===== config.mk =====
export PLATFORM = sky130hd
export DESIGN_NAME = config_load_crc_recovery
export DESIGN_NICKNAME = d
export VERILOG_FILES = /design/src/logic/cfg_load_pkg.sv /design/src/logic/config_load_crc_recovery.sv /design/src/logic/cfg_skid_buffer.sv
export SDC_FILE = /design/constraint.sdc
export NUM_CORES = 1
export LEC_CHECK = 0
export ABC_AREA = 1
export BUFFER_PORTS_ARGS = -buffer_cell sky130_fd_sc_hd__buf_2
export CAP_MARGIN = 30
export CORE_MARGIN = 2
export CORE_UTILIZATION = 55
export CTS_BUF_LIST = sky130_fd_sc_hd__clkbuf_4 sky130_fd_sc_hd__clkbuf_8
export DETAILED_ROUTE_END_ITERATION = 8
export PLACE_DENSITY = 0.7
export SYNTH_ARGS = -nofsm -noshare
export SYNTH_HDL_FRONTEND = slang
export SYNTH_SLANG_ARGS = --single-unit

===== constraint.sdc =====
create_clock -name CLK_I -period 5.5 [get_ports CLK_I]
set_input_delay 1.1 -clock CLK_I [delete_from_list [all_inputs] [get_ports CLK_I]]
set_output_delay 1.1 -clock CLK_I [all_outputs]
set_load 0.1 [all_outputs]

===== src/logic/cfg_load_pkg.sv =====
// Package with constants and types shared by the configuration loader.
package cfg_load_pkg;
    localparam int ADDR_W = 18;                       // Width of the memory address.
    localparam int DATA_W = 8;                        // Width of one configuration byte.
    localparam logic [17:0] ADDR_LOW = 18'h00000;     // Lowest memory address.
    localparam logic [17:0] ADDR_HIGH = 18'h3ffff;    // Highest memory address.
    localparam logic [15:0] CRC_INIT = 16'hffff;      // CRC seed at the start of a frame.
    localparam logic [15:0] CRC_POLY = 16'h1021;      // CRC generator polynomial.
    localparam int FRAME_BYTES = 16;                  // Default payload bytes per frame.
    localparam int FRAME_COUNT = 64;                  // Default frames per configuration.
    localparam int INIT_CYCLES = 16;                  // Default initialization length.
    localparam int BUF_DEPTH = 2;                     // Entries in the output buffer.
    // Loader states.
    typedef enum logic [2:0] {
        ST_IDLE,
        ST_LOAD,
        ST_CHECK,
        ST_INIT,
        ST_USER,
        ST_ERROR
    } load_state_t;
    // Frame field being received.
    typedef enum logic [1:0] {
        FLD_DATA,
        FLD_CRC_LO,
        FLD_CRC_HI
    } field_t;
endpackage


===== src/logic/config_load_crc_recovery.sv =====
// Configuration loader with address generation, frame CRC check and brown-out recovery.
`timescale 1ns/1ps
`default_nettype none
module config_load_crc_recovery
    import cfg_load_pkg::*;
#(
    parameter int FRAME_LEN   = cfg_load_pkg::FRAME_BYTES,
    parameter int FRAMES      = cfg_load_pkg::FRAME_COUNT,
    parameter int INIT_LEN    = cfg_load_pkg::INIT_CYCLES
) (
    input  wire logic                            CLK_I,
    input  wire logic                            RESET_N_I,
    input  wire logic                            CONFIG_RESTART_N_I,
    input  wire logic                            ASCENDING_PARALLEL_SCHEME_I,
    input  wire logic                            DESCENDING_PARALLEL_SCHEME_I,
    input  wire logic                            SUPPLY_OK_I,
    output logic      [cfg_load_pkg::ADDR_W-1:0] MEM_ADDR_O,
    output logic                                 MEM_READ_O,
    input  wire logic                            MEM_VALID_I,
    input  wire logic [cfg_load_pkg::DATA_W-1:0] MEM_DATA_I,
    output logic                                 ARRAY_VALID_O,
    input  wire logic                            ARRAY_READY_I,
    output logic      [cfg_load_pkg::DATA_W-1:0] ARRAY_DATA_O,
    input  wire logic                            STATUS_ERROR_N_I,
    output logic                                 STATUS_ERROR_N_O,
    output logic                                 STATUS_ERROR_N_OE_O,
    output logic                                 CRC_ERROR_O,
    output logic                                 BROWNOUT_ERROR_O,
    output logic                                 CONFIGURING_O,
    output logic                                 USER_MODE_O
);
    import cfg_load_pkg::*;

    initial begin
        if (FRAME_LEN < 1 || FRAME_LEN > 65535 || FRAMES < 1 || FRAMES > 65535
            || INIT_LEN < 1 || INIT_LEN > 65535) begin
            $error("config_load_crc_recovery: counts must lie in 1..65535.");
        end
    end

    localparam logic [15:0] LAST_BYTE  = 16'(FRAME_LEN - 1);  // Last payload index.
    localparam logic [15:0] LAST_FRAME = 16'(FRAMES - 1);     // Last frame index.
    localparam logic [15:0] LAST_INIT  = 16'(INIT_LEN - 1);   // Last init cycle.

    load_state_t         state;          // Loader state.
    load_state_t         next_state;     // Next loader state.
    field_t              field;          // Field of the frame being taken.
    field_t              next_field;     // Next field.
    logic [ADDR_W-1:0]   addr;           // Current memory address.
    logic [ADDR_W-1:0]   next_addr;      // Next memory address.
    logic                descend;        // Scheme latched at start.
    logic                next_descend;   // Next scheme value.
    logic [15:0]         byte_cnt;       // Payload byte count in frame.
    logic [15:0]         next_byte_cnt;  // Next payload count.
    logic [15:0]         frame_cnt;      // Frame count.
    logic [15:0]         next_frame_cnt; // Next frame count.
    logic [15:0]         init_cnt;       // Initialization cycle count.
    logic [15:0]         next_init_cnt;  // Next init count.
    logic [15:0]         crc;            // Running frame CRC.
    logic [15:0]         next_crc;       // Next running CRC.
    logic [7:0]          crc_lo;         // Low byte of the stream check value.
    logic [7:0]          next_crc_lo;    // Next low check byte.
    logic                crc_err;        // Latched CRC error.
    logic                next_crc_err;   // Next CRC error.
    logic                bo_err;         // Latched brown-out error.
    logic                next_bo_err;    // Next brown-out error.
    logic                restart_q;      // Restart pin one cycle ago.
    logic                buf_ready;      // Buffer accepts a byte.
    logic                buf_push;       // Payload byte offered to the buffer.
    logic                take;           // A memory byte is taken this cycle.
    logic                flush;          // Drop buffered bytes.
    logic                start_req;      // A new configuration start.

    // Bytewise CRC update, most significant bit of the register first.
    function automatic logic [15:0] crc_byte(input logic [15:0] c, input logic [7:0] d);
        logic [15:0] r;
        r = c;
        for (int i = 0; i < 8; i++) begin
            if (r[15] ^ d[i]) begin
                r = {r[14:0], 1'b0} ^ CRC_POLY;
            end else begin
                r = {r[14:0], 1'b0};
            end
        end
        return r;
    endfunction

    // Start on a restart rising edge, or automatically once supply is back with
    // restart tied high after a brown-out; host restart otherwise.
    assign start_req = SUPPLY_OK_I && CONFIG_RESTART_N_I
                       && (!restart_q || (bo_err && state == ST_ERROR));

    // A byte is taken only while reading and the buffer has room for payload.
    assign take     = MEM_READ_O && MEM_VALID_I && (field != FLD_DATA || buf_ready);
    assign buf_push = MEM_READ_O && MEM_VALID_I && field == FLD_DATA;
    assign flush    = (state != ST_LOAD && state != ST_CHECK && state != ST_INIT)
                      || start_req;

    // Next values of the loader.
    always_comb begin
        next_state     = state;
        next_field     = field;
        next_addr      = addr;
        next_descend   = descend;
        next_byte_cnt  = byte_cnt;
        next_frame_cnt = frame_cnt;
        next_init_cnt  = init_cnt;
        next_crc       = crc;
        next_crc_lo    = crc_lo;
        next_crc_err   = crc_err;
        next_bo_err    = bo_err;
        if (!SUPPLY_OK_I) begin
            // Failing supply stops everything and latches the error.
            next_state  = ST_ERROR;
            next_bo_err = 1'b1;
        end else if (!CONFIG_RESTART_N_I) begin
            // Restart held low keeps the loader idle.
            next_state = ST_IDLE;
        end else if (start_req) begin
            // A new start clears latched errors and sets the base address.
            next_state     = ST_LOAD;
            next_crc_err   = 1'b0;
            next_bo_err    = 1'b0;
            next_descend   = DESCENDING_PARALLEL_SCHEME_I && !ASCENDING_PARALLEL_SCHEME_I;
            next_addr      = next_descend ? ADDR_HIGH : ADDR_LOW;
            next_field     = FLD_DATA;
            next_byte_cnt  = '0;
            next_frame_cnt = '0;
            next_crc       = CRC_INIT;
        end else begin
            case (state)
                ST_LOAD: begin
                    if (take) begin
                        // Only the base sequence is driven; offsets are external.
                        next_addr = descend ? addr - 1'b1 : addr + 1'b1;
                        case (field)
                            FLD_DATA: begin
                                next_crc = crc_byte(crc, MEM_DATA_I);
                                if (byte_cnt == LAST_BYTE) begin
                                    next_field = FLD_CRC_LO;
                                end
                                next_byte_cnt = byte_cnt + 16'd1;
                            end
                            FLD_CRC_LO: begin
                                next_crc_lo = MEM_DATA_I;
                                next_field  = FLD_CRC_HI;
                            end
                            FLD_CRC_HI: begin
                                next_field = FLD_DATA;
                                next_state = ST_CHECK;
                            end
                            default: begin
                                next_field = FLD_DATA;
                            end
                        endcase
                        if (field == FLD_CRC_HI) begin
                            // Compare computed CRC with the stream value.
                            if ({MEM_DATA_I, crc_lo} != crc) begin
                                next_state   = ST_ERROR;
                                next_crc_err = 1'b1;
                            end
                        end
                    end
                end
                ST_CHECK: begin
                    // Frame passed; start the next or initialize after the last.
                    next_crc      = CRC_INIT;
                    next_byte_cnt = '0;
                    if (frame_cnt == LAST_FRAME) begin
                        next_state    = ST_INIT;
                        next_init_cnt = '0;
                    end else begin
                        next_frame_cnt = frame_cnt + 16'd1;
                        next_state     = ST_LOAD;
                    end
                end
                ST_INIT: begin
                    // Initialization ends in user mode once the buffer drained.
                    if (init_cnt == LAST_INIT && !ARRAY_VALID_O) begin
                        next_state = ST_USER;
                    end else if (init_cnt != LAST_INIT) begin
                        next_init_cnt = init_cnt + 16'd1;
                    end
                end
                ST_USER: begin
                    next_state = ST_USER;
                end
                ST_ERROR: begin
                    // Stays halted until a restart rising edge, or supply return after a brown-out with restart high, reloads the device.
                    next_state = ST_ERROR;
                end
                ST_IDLE: begin
                    next_state = ST_IDLE;
                end
                default: begin
                    next_state = ST_IDLE;
                end
            endcase
        end
    end

    // Register the loader state.
    always_ff @(posedge CLK_I or negedge RESET_N_I) begin
        if (!RESET_N_I) begin
            state     <= ST_IDLE;
            field     <= FLD_DATA;
            addr      <= ADDR_LOW;
            descend   <= 1'b0;
            byte_cnt  <= '0;
            frame_cnt <= '0;
            init_cnt  <= '0;
            crc       <= CRC_INIT;
            crc_lo    <= '0;
            crc_err   <= 1'b0;
            bo_err    <= 1'b0;
            restart_q <= 1'b0;
        end else begin
            state     <= next_state;
            field     <= next_field;
            addr      <= next_addr;
            descend   <= next_descend;
            byte_cnt  <= next_byte_cnt;
            frame_cnt <= next_frame_cnt;
            init_cnt  <= next_init_cnt;
            crc       <= next_crc;
            crc_lo    <= next_crc_lo;
            crc_err   <= next_crc_err;
            bo_err    <= next_bo_err;
            restart_q <= CONFIG_RESTART_N_I;
        end
    end

    // Payload bytes pass through a two-entry buffer so a stalled array loses none.
    cfg_skid_buffer #(
        .WIDTH(DATA_W),
        .DEPTH(BUF_DEPTH)
    ) u_buf (
        .clk_i      (CLK_I),
        .reset_n_i  (RESET_N_I),
        .flush_i    (flush),
        .in_valid_i (buf_push),
        .in_ready_o (buf_ready),
        .in_data_i  (MEM_DATA_I),
        .out_valid_o(ARRAY_VALID_O),
        .out_ready_i(ARRAY_READY_I),
        .out_data_o (ARRAY_DATA_O)
    );

    // Outputs; the open-drain status pin pulls low while an error is latched.
    assign MEM_ADDR_O          = addr;
    assign MEM_READ_O          = (state == ST_LOAD);
    assign STATUS_ERROR_N_O    = 1'b0;
    assign STATUS_ERROR_N_OE_O = crc_err || bo_err;
    assign CRC_ERROR_O         = crc_err;
    assign BROWNOUT_ERROR_O    = bo_err;
    assign CONFIGURING_O       = (state == ST_LOAD || state == ST_CHECK || state == ST_INIT);
    assign USER_MODE_O         = (state == ST_USER);
endmodule
`default_nettype wire


===== src/logic/cfg_skid_buffer.sv =====
// Two-entry buffer holding configuration bytes on their way to the array.
`timescale 1ns/1ps
`default_nettype none
module cfg_skid_buffer #(
    parameter int WIDTH = 8,
    parameter int DEPTH = 2
) (
    input  wire logic             clk_i,
    input  wire logic             reset_n_i,
    input  wire logic             flush_i,
    input  wire logic             in_valid_i,
    output logic                  in_ready_o,
    input  wire logic [WIDTH-1:0] in_data_i,
    output logic                  out_valid_o,
    input  wire logic             out_ready_i,
    output logic      [WIDTH-1:0] out_data_o
);
    initial begin
        if (DEPTH != 2) begin
            $error("cfg_skid_buffer supports exactly two entries.");
        end
    end

    logic [WIDTH-1:0] mem [DEPTH];        // Storage entries.
    logic [WIDTH-1:0] next_mem [DEPTH];   // Next storage entries.
    logic             wr_ptr;             // Write slot.
    logic             rd_ptr;             // Read slot.
    logic [1:0]       count;              // Occupied entries.
    logic             next_wr_ptr;        // Next write slot.
    logic             next_rd_ptr;        // Next read slot.
    logic [1:0]       next_count;         // Next occupancy.
    logic             push;               // A byte enters.
    logic             pop;                // A byte leaves.

    // Handshakes are honest: full refuses, empty offers nothing.
    assign in_ready_o  = (count != 2'd2);
    assign out_valid_o = (count != 2'd0);
    assign out_data_o  = mem[rd_ptr];
    assign push        = in_valid_i && in_ready_o;
    assign pop         = out_valid_o && out_ready_i;

    // Next pointer, occupancy and storage values.
    always_comb begin
        next_mem    = mem;
        next_wr_ptr = wr_ptr;
        next_rd_ptr = rd_ptr;
        next_count  = count;
        if (flush_i) begin
            // A flush empties the buffer.
            next_wr_ptr = 1'b0;
            next_rd_ptr = 1'b0;
            next_count  = 2'd0;
        end else begin
            if (push) begin
                next_mem[wr_ptr] = in_data_i;
                next_wr_ptr      = ~wr_ptr;
            end
            if (pop) begin
                next_rd_ptr = ~rd_ptr;
            end
            next_count = count + {1'b0, push} - {1'b0, pop};
        end
    end

    // Register the buffer state.
    always_ff @(posedge clk_i or negedge reset_n_i) begin
        if (!reset_n_i) begin
            wr_ptr <= 1'b0;
            rd_ptr <= 1'b0;
            count  <= 2'd0;
            for (int i = 0; i < DEPTH; i++) begin
                mem[i] <= '0;
            end
        end else begin
            wr_ptr <= next_wr_ptr;
            rd_ptr <= next_rd_ptr;
            count  <= next_count;
            mem    <= next_mem;
        end
    end
endmodule
`default_nettype wire


# Word level (Yosys, flattened, before mapping)
# Cells that the tools add are included.
# classes
addsub,7
multipliers,0
n_div,0
magnitude_cmp,3
n_eq_ne,27
n_shift,0
muxes,104
bitwise,22
n_reduce_logical,45
# ops
op,n
16-bit two-way mux,54
13-bit two-way mux,8
16-bit case mux with 2 select lines,3
18-bit two-way mux,5
"16-bit by 1-bit adder with 16-bit output, second input constant",3
"16-bit by 4-bit == test with 1-bit output, second input constant",2
8-bit two-way mux,4
3-bit two-way mux,8
3-bit NOT,8
2-bit nonzero test,10
"18-bit by 1-bit adder with 18-bit output, second input constant",1
"18-bit by 1-bit subtractor with 18-bit output, second input constant",1
16-bit bitwise mux,1
"16-bit by 6-bit == test with 1-bit output, second input constant",1
16-bit != test,1
"16-bit by 4-bit != test with 1-bit output, second input constant",1
3-bit case mux with 5 select lines,1
1-bit logical AND,13
1-bit two-way mux,12
2-bit two-way mux,6
"2-bit != test, second input constant",6
6-bit AND reduction,2
5-bit AND reduction,2
"3-bit by 1-bit != test with 1-bit output, second input constant",3
26 further kinds,52
# word_totals
ff_bits,119
latchBits,0
ramBits,0
rom_bits,0
input_bits,17
memories,0

# Longest topological paths before layout
# Gate-level depths: netlist of the first run.
# logic_depth
ltp_word,62
mapped_depth,14
mapped_depth_nobuf,13

# Hierarchy
# Synthesis of the first run repeated with hierarchy kept, for this count alone.
# unflattened
hier_cells,1093
hier_area_um2,7825.0
# by_module_without_submodules
module,instances,cells_each,area_each_um2,seq_area_each_um2
config_load_crc_recovery,1,965,6787.8,2497.4
cfg_skid_buffer,1,128,1037.2,500.5

# Worst setup path before layout of the first run
# OpenSTA, ideal clock, no wires.
# synth_path
path_type,reg2out
start,register state[2]
end,output port USER_MODE_O
t_arrival_ps,2534
slack_ps,1866
stages_incl_launch_ff,3
path_buffers,0
cell_sequence,dfrtp_1 -> inv_2 -> nor3_1
# synth_between
elab_chain_cells,1
# synth_lines
element,line,source
start: declaration,config_load_crc_recovery.sv:45,load_state_t state;
start signal: assignment,config_load_crc_recovery.sv:218,state <= next_state;
3-bit == test,config_load_crc_recovery.sv:257,assign USER_MODE_O = (state == ST_USER);
end: declaration,config_load_crc_recovery.sv:30,output logic USER_MODE_O
# Every way passes these cells.

# Worst setup path after layout of the first run
# layout_path
start,register u_buf.rd_ptr
end,output port ARRAY_DATA_O[0] (netlist bit)
# layout_between
elab_chain_cells,4
# layout_lines
element,line,source
start: declaration,cfg_skid_buffer.sv:27,logic rd_ptr;
start signal: assignment,cfg_skid_buffer.sv:76,rd_ptr <= next_rd_ptr;
1-bit NOT with 2-bit output (implied by the code),cfg_skid_buffer.sv:38,assign out_data_o = mem[rd_ptr];
8-bit two-way mux (implied by the code) (3 in a row),cfg_skid_buffer.sv:38,
end: declaration,config_load_crc_recovery.sv:23,"output logic [cfg_load_pkg::DATA_W-1:0] ARRAY_DATA_O,"
# Every way passes these cells. The select of a mux whose other input is x is not followed.

==> summary.txt, run 1 <==
result of the run = finished, final reports clean
final hold violation count = 0
num rows = 42
number of routed nets with antenna violations = 0
classification of the worst setup path = register to primary output
via count of the routed design = 6770
routed wire length per instance = 13.40 µm
number of warning messages in the yosys log = 0
DRC errors left = 0
summed instance area of the synthesized netlist = 7587 µm²
number of placed I/O pins = 51
minimum setup slack after placement = 2.295 ns
wire length of the first global-routing pass = 29.93 mm
Clock Sinks = 119
start of the worst register-to-register path = frame_cnt[0]
final weighted congestion in routability-driven placement = 0.8969
number of global-route vias before repair = 6434
worst-path fanout max = 10
number of flops mapped to enable cells by yosys = 0
cell mode on critical path = nand2_1
CP startpoint kind = register
most used routing layer = met2
DP Wirelength = 12.42 mm
overall die height = 121.5 µm
maximum ir drop on the vdd rail = 0.0003586 V
Yosys reg bits = 119
count of buffering cells on the critical path with inverters included = 2
initial standard-cell utilization of the core = 56.84%
Fin Setup TNS = 0 ns
Port Buffers = 48
Synth cell types = 39
data arrival time at the worst-slack endpoint = 1.84 ns
post-cts gate resize count = 0
share of async-settable or async-resettable flops after synthesis = 100.0%
required time of the critical path = 4.40 ns
met2 usage in global routing = 42.17%
number of setup buffers added after CTS = 0
R2R depth = 10
count of TritonRoute iterations in the first routing pass = 6
Cells after Synth = 1055
first element of the critical path = u_buf.rd_ptr
category of cells accounting for the largest share of critical-path delay = buffers and inverters
Hold Crit Depth = 2
placed insts = 1260
static power due to leakage = 4.101 nW
chip width = 121.5 µm
overall overflow remaining after global route = 0
number of buffers created by CTS = 17
total power = 4.060 mW
ratio of total power to cell area = 486.9 nW/µm²
relative max-transition margin = 45.19%
antenna violations before repair = 0
mean instance size in the synthesized netlist = 7.192 µm²
Total Wirelength = 17.31 mm
origin of the worst min-delay path = u_buf.mem[11]
proportion of layout cells with a drive suffix above 1 = 12.37%
Area growth syn-to-layout = 9.911%
Post-CTS Hold Fix Bufs = 0
critical-path cell with the highest stage delay = dfrtp_1
maximum count of clock buffers along a single path = 2
endpoint class of the critical path = primary output
Worst-Skew Late Latency = 0.44 ns
reg-to-reg setup timing slack = 2.82 ns
All-Layer GR Usage = 25.44%
share of the cycle needed by the critical path after routing = 53.51%
syn_nets = 1094
achievable clock frequency = 339.8 MHz
max-cap violations = 0
mean number of vias per cell = 5.240
logic depth of the worst path, buffers included = 4
core box area = 13350 µm²
antenna cell count = 0
post-synthesis sequential area ratio = 39.51%
CTS tree = done
number of endpoints failing setup at the final stage = 0
largest stage delay on the critical path = 0.56 ns
pin count of the biggest net entering global routing = 44
Main synth FF type = dfrtp_1
die outline area = 14750 µm²
Hold WC Path Type = register to register
clock root buffer master = clkbuf_8
final worst path period need = 2.943 ns
slack of the critical path = 2.557 ns
nets@finish = 1142
RSZ-0062 raised after global routing = false
number of H-tree levels = 4
met1 demand-to-capacity share in global routing = 33.67%
fin cells = 1292
ordered cell list for the critical path = clkinv_1 > nand2_1 > nand2_1 > buf_2
max-slew violation total from the final report = 0
GRT met3 Usage = 5.545%
slew at the pin with the worst max-slew slack = 0.8212 ns
Clock Pin Slew Worst Setup and Hold Paths = 0.08 ns
first-iteration detailed-routing DRC count = 547
Worst Skew = 0.01128 ns
[synth_stat cells, types with 10 or more instances]
| cell | n | area (µm²) |
|---|---|---|
| a21oi_1 | 50 | 250.2 |
| buf_2 | 12 | 60.06 |
| dfrtp_1 | 103 | 2577 |
| dfstp_2 | 16 | 420.4 |
| ha_1 | 21 | 262.8 |
| inv_1 | 101 | 379.1 |
| nand2_1 | 307 | 1152 |
| nand3_1 | 80 | 400.4 |
| nand4_1 | 10 | 62.56 |
| nor2_1 | 126 | 473.0 |
| nor3_1 | 21 | 105.1 |
| o21ai_0 | 73 | 365.4 |
| xnor2_1 | 20 | 175.2 |
| xor2_1 | 46 | 402.9 |
[where the power goes]
part / switching (mW) / internal [mW]
Clock: 0.388 / 0.417
Combinational: 1.48 / 0.516
Sequential: 0.172 / 1.08
Total: 2.04 / 2.02
[through the flow]
stage | area, µm² | util, % | hold slack [ns]
after global routing | 8339 | 62.48 | 0.5208
after CTS | 8339 | 62.48 | 0.4922
final | 8339 | 62.48 | 0.4871
after global placement | 7940 | 59.49 | 0.4665
after floorplan | 7587 | - | 0.4529
after detailed placement | 7940 | 59.49 | 0.4735
[worst min-delay path, cell delays in order (launching register included)]
cell and delay, ns:
dfrtp_1 0.35, nand2_1 0.05, o21ai_0 0.05
[registers in the layout, summed over array words and instances (netlist names), 3 cells and up]
| register | flops |
|---|---|
| byte_cnt | 16 |
| init_cnt | 16 |
| state | 3 |
| crc | 16 |
| MEM_ADDR_O | 18 |
| frame_cnt | 16 |
| u_buf.mem | 16 |
| crc_lo | 8 |
[cells in the final DEF, fill, tap and decap left out, types with 21 or more instances in the layout]
| cell type | instances |
|---|---|
| dfrtp_1 | 103 |
| ha_1 | 21 |
| buf_2 | 47 |
| nor3_1 | 21 |
| o21ai_0 | 73 |
| xor2_1 | 46 |
| nand2_1 | 307 |
| nand3_1 | 80 |
| inv_1 | 101 |
| a21oi_1 | 50 |
| nor2_1 | 126 |
[cells by family (layout without fill, tap and decap cells)]
logic type / count (synthesis) / after routing / synth area share, %
and+or+nand+nor: 575 / 575 / 32.04
other: 1 / 1 / 0.04942
buffers and inverters: 132 / 193 / 7.272
adders and majority gates: 22 / 22 / 3.727
xor gates and xnor gates: 66 / 66 / 7.619
AOI/OAI and AO/OA: 140 / 140 / 9.779
DFF: 119 / 119 / 39.51
[metal layers]
metal  share of wire, %  vias to the layer above
met5                  0                        -
li1                   -                     3467
met1                 48                     3173
met4                1.2                        0
met3                3.5                       19
met2                 47                      111
[area by class of cell]
cell class | instances | area, µm²
Sequential cell | 119 | 2998
Tap cell | 176 | 220.2
Fill cell | 1294 | 5009
Clock inverter | 14 | 151.4
Inverter | 109 | 411.6
Multi-Input combinational cell | 804 | 4038
Clock buffer | 18 | 247.7
Timing Repair Buffer | 52 | 272.8
[path summary, 6_finish.rpt]
kind,to
worst max-delay path,ARRAY_DATA_O[0]
max in group asynchronous,init_cnt[9]
worst min-delay path,u_buf.mem[11]
min in group asynchronous,u_buf.mem[7]
worst max register to register,init_cnt[15]
worst min register to register,u_buf.mem[11]
Power figures use the tool's default switching activity.
==> run 2: changes to the inputs <==
--- a/config.mk
+++ b/config.mk
@@ -12,7 +12,7 @@
 export CORE_UTILIZATION = 55
 export CTS_BUF_LIST = sky130_fd_sc_hd__clkbuf_4 sky130_fd_sc_hd__clkbuf_8
 export DETAILED_ROUTE_END_ITERATION = 8
-export PLACE_DENSITY = 0.7
+export PLACE_DENSITY = 0.72
 export SYNTH_ARGS = -nofsm -noshare
 export SYNTH_HDL_FRONTEND = slang
 export SYNTH_SLANG_ARGS = --single-unit
==> constraint.sdc (replaced) <==
create_clock -name CLK_I -period 2.45 [get_ports CLK_I]
set_input_delay 0.49 -clock CLK_I [delete_from_list [all_inputs] [get_ports CLK_I]]
set_output_delay 0.49 -clock CLK_I [all_outputs]
set_load 0.1 [all_outputs]
==> run 2 against run 1 <==
Net effect:
- register-to-register slack lost 2.6 ns
- worst setup slack worse by 2.3 ns
- die area unchanged
- power increased by 130%
- first-iteration DRC count increased by 5.5%
- global-route usage decreased by 0.24 points
- critical endpoint is now ARRAY_DATA_O[4]
==> summary.txt, run 2 (synthesis results as in run 1) <==
RSZ-0062 raised after global routing = false
total power = 9.263 mW
die outline area = 14750 µm²
All-Layer GR Usage = 25.19%
largest stage delay on the critical path = 0.43 ns
final weighted congestion in routability-driven placement = 0.9381
instance area after placement = 8025 µm²
count of TritonRoute iterations in the first routing pass = 8
proportion of layout cells with a drive suffix above 1 = 13.16%
leading cell type in the layout, fill and taps excluded = nand2_1
Fin Setup TNS = 0 ns
number of buffers created by CTS = 17
number of H-tree levels = 4
Hold WC Path Type = input port to async pin
core box area = 13350 µm²
CTS tree = done
Total Wirelength = 17.31 mm
wire length of the first global-routing pass = 29.65 mm
Post-CTS Hold Fix Bufs = 0
DP Wirelength = 12.35 mm
mean number of vias per cell = 5.201
critical-path cell with the highest stage delay = buf_2
Area growth syn-to-layout = 11.54%
Port Buffers = 48
maximum ir drop on the vdd rail = 0.0004959 V
commonest non-fill, non-tap cells in the layout = nand2_1 (307), nor2_1 (126), dfrtp_1 (103)
chip width = 121.5 µm
data arrival time at the worst-slack endpoint = 1.72 ns
routed wire length per instance = 13.31 µm
share of the cycle needed by the critical path after routing = 90.40%
max-slew violation total from the final report = 0
worst-path fanout max = 10
overall overflow remaining after global route = 0
cell mode on critical path = nand2_1
antenna violations before repair = 0
required time of the critical path = 1.96 ns
post-cts gate resize count = 0
flip-flop count of the largest register, all copies and words added = 18
Layout Cell Area excl Fill = 8463 µm²
result of the run = finished, final reports clean
number of global-route vias before repair = 6309
number of routed nets with antenna violations = 0
CP startpoint kind = register
antenna cell count = 0
via count of the routed design = 6766
number of endpoints failing setup at the final stage = 0
number of setup buffers added after CTS = 0
ratio of total power to cell area = 1095 nW/µm²
nets@finish = 1151
Clock Pin Slew Worst Setup and Hold Paths = 0.08 ns
clock root buffer master = clkbuf_8
classification of the worst setup path = register to primary output
achievable clock frequency = 451.5 MHz
Clock Sinks = 119
final hold violation count = 0
maximum count of clock buffers along a single path = 2
first-iteration detailed-routing DRC count = 577
slew at the pin with the worst max-slew slack = 0.5501 ns
pin count of the biggest net entering global routing = 45
final worst path period need = 2.215 ns
fin cells = 1301
overall die height = 121.5 µm
static power due to leakage = 4.186 nW
number of placed I/O pins = 51
max-cap violations = 0
Worst Skew = 0.009638 ns
placed insts = 1269
endpoint class of the critical path = primary output
Worst-Skew Late Latency = 0.45 ns
ordered cell list for the critical path = buf_4 > clkinv_1 > nand2_1 > nand2_1 > buf_2
relative max-transition margin = 63.33%
initial standard-cell utilization of the core = 56.84%
num rows = 42
DRC errors left = 0
## run 2: routing by layer
layer / GRT usage [%] / up-vias / routed length (µm)
li1: - / 3491 / -
met1: 34.60 / 3098 / 8191
met2: 40.34 / 153 / 8166
met3: 5.733 / 24 / 761
met4: 6.609 / 0 / 195
met5: 0 / - / 0
## run 2: layout make-up
| class | count | area (µm²) |
|---|---|---|
| Clock buffer | 25 | 319.1 |
| Clock inverter | 7 | 118.9 |
| Fill cell | 1250 | 4885 |
| Inverter | 109 | 411.6 |
| Multi-Input combinational cell | 804 | 4043 |
| Sequential cell | 119 | 2998 |
| Tap cell | 176 | 220.2 |
| Timing Repair Buffer | 61 | 352.8 |
## run 2: through the flow
step	setup slack (ns)	utilization (%)	hold WS (ns)
CTS	0.2075	63.40	0.01088
global placement	0.3232	60.12	0.4654
global route	0.06997	63.40	0.02633
detailed placement	0.3029	60.12	0.4731
finish	0.2351	63.40	0.01980
floorplan	0.08436	-	0.1944
## run 2: where the power goes
group	internal, mW	leakage (nW)	switching (mW)	total (mW)
clock	1.16	0.220	0.802	1.96
combinational	1.18	2.47	3.32	4.50
sequential	2.43	1.49	0.369	2.80
total	4.77	4.19	4.49	9.26
## run 2: path summary, 6_finish.rpt
kind                                    start               to  slack [ns]  depth (start not counted)
max                              u_buf.rd_ptr  ARRAY_DATA_O[4]        0.24                          5
min                                 RESET_N_I      byte_cnt[1]        0.02                          1
max reg2reg                           descend   MEM_ADDR_O[17]        0.25                          8
min reg2reg                      u_buf.mem[6]     u_buf.mem[6]        0.49                          2
max in group asynchronous           RESET_N_I           crc[4]        1.68                          2
min in group CLK_I         CONFIG_RESTART_N_I        restart_q        0.22                          1
## run 2: critical path, delay by kind of cell (launching register included)
kind	cells	cell delay, ns
buf+inv	3	0.76
simple gates	2	0.15
flops	1	0.36
==> run 3: changes to the inputs <==
--- a/config.mk
+++ b/config.mk
@@ -9,10 +9,10 @@
 export BUFFER_PORTS_ARGS = -buffer_cell sky130_fd_sc_hd__buf_2
 export CAP_MARGIN = 30
 export CORE_MARGIN = 2
-export CORE_UTILIZATION = 55
+export CORE_UTILIZATION = 30
 export CTS_BUF_LIST = sky130_fd_sc_hd__clkbuf_4 sky130_fd_sc_hd__clkbuf_8
 export DETAILED_ROUTE_END_ITERATION = 8
-export PLACE_DENSITY = 0.72
+export PLACE_DENSITY = 0.43
 export SYNTH_ARGS = -nofsm -noshare
 export SYNTH_HDL_FRONTEND = slang
 export SYNTH_SLANG_ARGS = --single-unit
==> constraint.sdc (replaced) <==
create_clock -name CLK_I -period 2.45 [get_ports CLK_I]
set_input_delay 0.49 -clock CLK_I [delete_from_list [all_inputs] [get_ports CLK_I]]
set_output_delay 0.49 -clock CLK_I [all_outputs]
set_load 0.005 [all_outputs]
==> run 3 against run 2 <==
Net effect:
- cell count rose by 12%
- clock skew rose by 0.0073 ns
- clock-buffer cell count fell by 8
- clock power barely moved
- routed wire length rose by 13%
- power fell by 17%
- global-route usage fell by 9.3 points
- largest cell class unchanged
==> summary.txt, run 3 (synthesis results as in run 1) <==
result of the run = finished, final reports clean
capture point of the worst reg-to-reg path = MEM_ADDR_O[17]
Clock Pin Slew Worst Setup and Hold Paths = 0.08 ns
Clock Sinks = 119
Hold WC Path Type = input port to register
clock root buffer master = clkbuf_8
DRC errors left = 0
RSZ-0062 raised after global routing = false
nets@finish = 1156
leading cell type in the layout, fill and taps excluded = nand2_1
endpoint class of the critical path = primary output
start of the worst register-to-register path = descend
achievable clock frequency = 450.5 MHz
die outline area = 26580 µm²
first-iteration detailed-routing DRC count = 295
relative max-transition margin = 60.29%
Hold Crit Endpoint = restart_q
placed insts = 1427
number of buffers created by CTS = 17
CP startpoint kind = register
Worst Skew = 0.01692 ns
sequential cell area = 2998 µm²
Hold Crit Depth = 1
via count of the routed design = 6573
slew at the pin with the worst max-slew slack = 0.5942 ns
antenna cell count = 0
share of the cycle needed by the critical path after routing = 90.60%
max-slew violation total from the final report = 0
static power due to leakage = 4.201 nW
pin count of the biggest net entering global routing = 52
post-cts gate resize count = 0
proportion of layout cells with a drive suffix above 1 = 13.36%
wire length of the first global-routing pass = 33.72 mm
reg-to-reg setup timing slack = 0.26 ns
ratio of total power to cell area = 887.2 nW/µm²
fin cells = 1460
maximum ir drop on the vdd rail = 0.0004315 V
maximum count of clock buffers along a single path = 2
core box area = 25040 µm²
routed wire length per instance = 13.44 µm
antenna violations before repair = 0
classification of the worst setup path = register to primary output
final weighted congestion in routability-driven placement = 0.8358
final worst path period need = 2.220 ns
number of endpoints failing setup at the final stage = 0
CTS tree = done
required time of the critical path = 1.96 ns
initial standard-cell utilization of the core = 30.30%
Filler Cells Inserted = 2748
area of the multi-input gates = 4038 µm²
number of H-tree levels = 4
overall die height = 163.0 µm
R2R depth = 8
All-Layer GR Usage = 15.88%
number of routed nets with antenna violations = 0
worst-path fanout max = 10
Total Wirelength = 19.63 mm
mean number of vias per cell = 4.502
final hold violation count = 0
chip width = 163.0 µm
DP Wirelength = 14.39 mm
max-cap violations = 0
Worst-Skew Late Latency = 0.45 ns
num rows = 58
overall overflow remaining after global route = 0
Port Buffers = 48
tightest hold margin = 0.2396 ns
number of placed I/O pins = 51
Fin Setup TNS = 0 ns
origin of the worst min-delay path = CONFIG_RESTART_N_I
count of TritonRoute iterations in the first routing pass = 4
Area growth syn-to-layout = 14.31%
commonest non-fill, non-tap cells in the layout = nand2_1 (307), nor2_1 (126), dfrtp_1 (103)
flip-flop count of the largest register, all copies and words added = 18
number of global-route vias before repair = 6569
data arrival time at the worst-slack endpoint = 1.73 ns
-- run 3: cell count changes in the layout (fill, tap and decap cells not counted), sizes merged --
cell,before,now
clkinvlp,2,1
inv,108,118
dlygate4sd3,0,1
bufinv,3,2
buf,61,65
clkbuf,25,17
-- run 3: power by group --
group          switching (mW)  internal (mW)  leakage [nW]
clock network            1.00          0.953         0.210
logic                    1.74           1.20          2.50
registers               0.374           2.43          1.49
total                    3.12           4.58          4.20
-- run 3: routing by layer --
metal / global-route usage (%) / wire length (µm) / vias up
li1: - / - / 3497
met1: 21.88 / 10030 / 3005
met2: 25.71 / 8905 / 60
met3: 3.047 / 514 / 11
met4: 3.902 / 176 / 0
met5: 0 / 0 / -
-- run 3: how the worst max path moves through the flow --
stage | start | endpoint | cells after the start
2_1_floorplan | descend | MEM_ADDR_O[8] | 8
3_3_place_gp | descend | MEM_ADDR_O[17] | 8
3_5_place_dp | descend | MEM_ADDR_O[8] | 8
4_1_cts | u_buf.rd_ptr | ARRAY_DATA_O[0] | 4
5_1_grt | descend | MEM_ADDR_O[17] | 9
6_report | u_buf.rd_ptr | ARRAY_DATA_O[0] | 4
-- run 3: worst max-delay path, cell delays in order, from the launching register on --
cell and delay [ns]:
dfrtp_1 0.58, clkinv_1 0.37, nand2_1 0.15, nand2_1 0.05, buf_2 0.12
-- run 3: what timing repair did --
item	in CTS	in global routing
hold endpoints to repair	21	0
setup buffers	0	0
hold buffers	1	0
-- run 3: area by class of cell --
class,instances,share of cell area (%)
Multi-Input combinational cell,804,46.55
Inverter,109,4.746
Tap cell,330,4.761
Sequential cell,119,34.56
Clock inverter,15,2.106
Timing Repair Buffer,66,4.573
Clock buffer,17,2.698
-- run 3: through the flow --
step | power (mW) | setup WS, ns | area, µm² | utilization (%)
after CTS | 7.820 | 0.1823 | 8673 | 34.64
after detailed placement | 5.818 | 0.2606 | 8247 | 32.94
after global placement | 5.820 | 0.2652 | 8247 | 32.94
final | 7.695 | 0.2302 | 8673 | 34.64
after global routing | 8.427 | 0.01252 | 8673 | 34.64
after floorplan | 4.933 | 0.5266 | 7587 | -
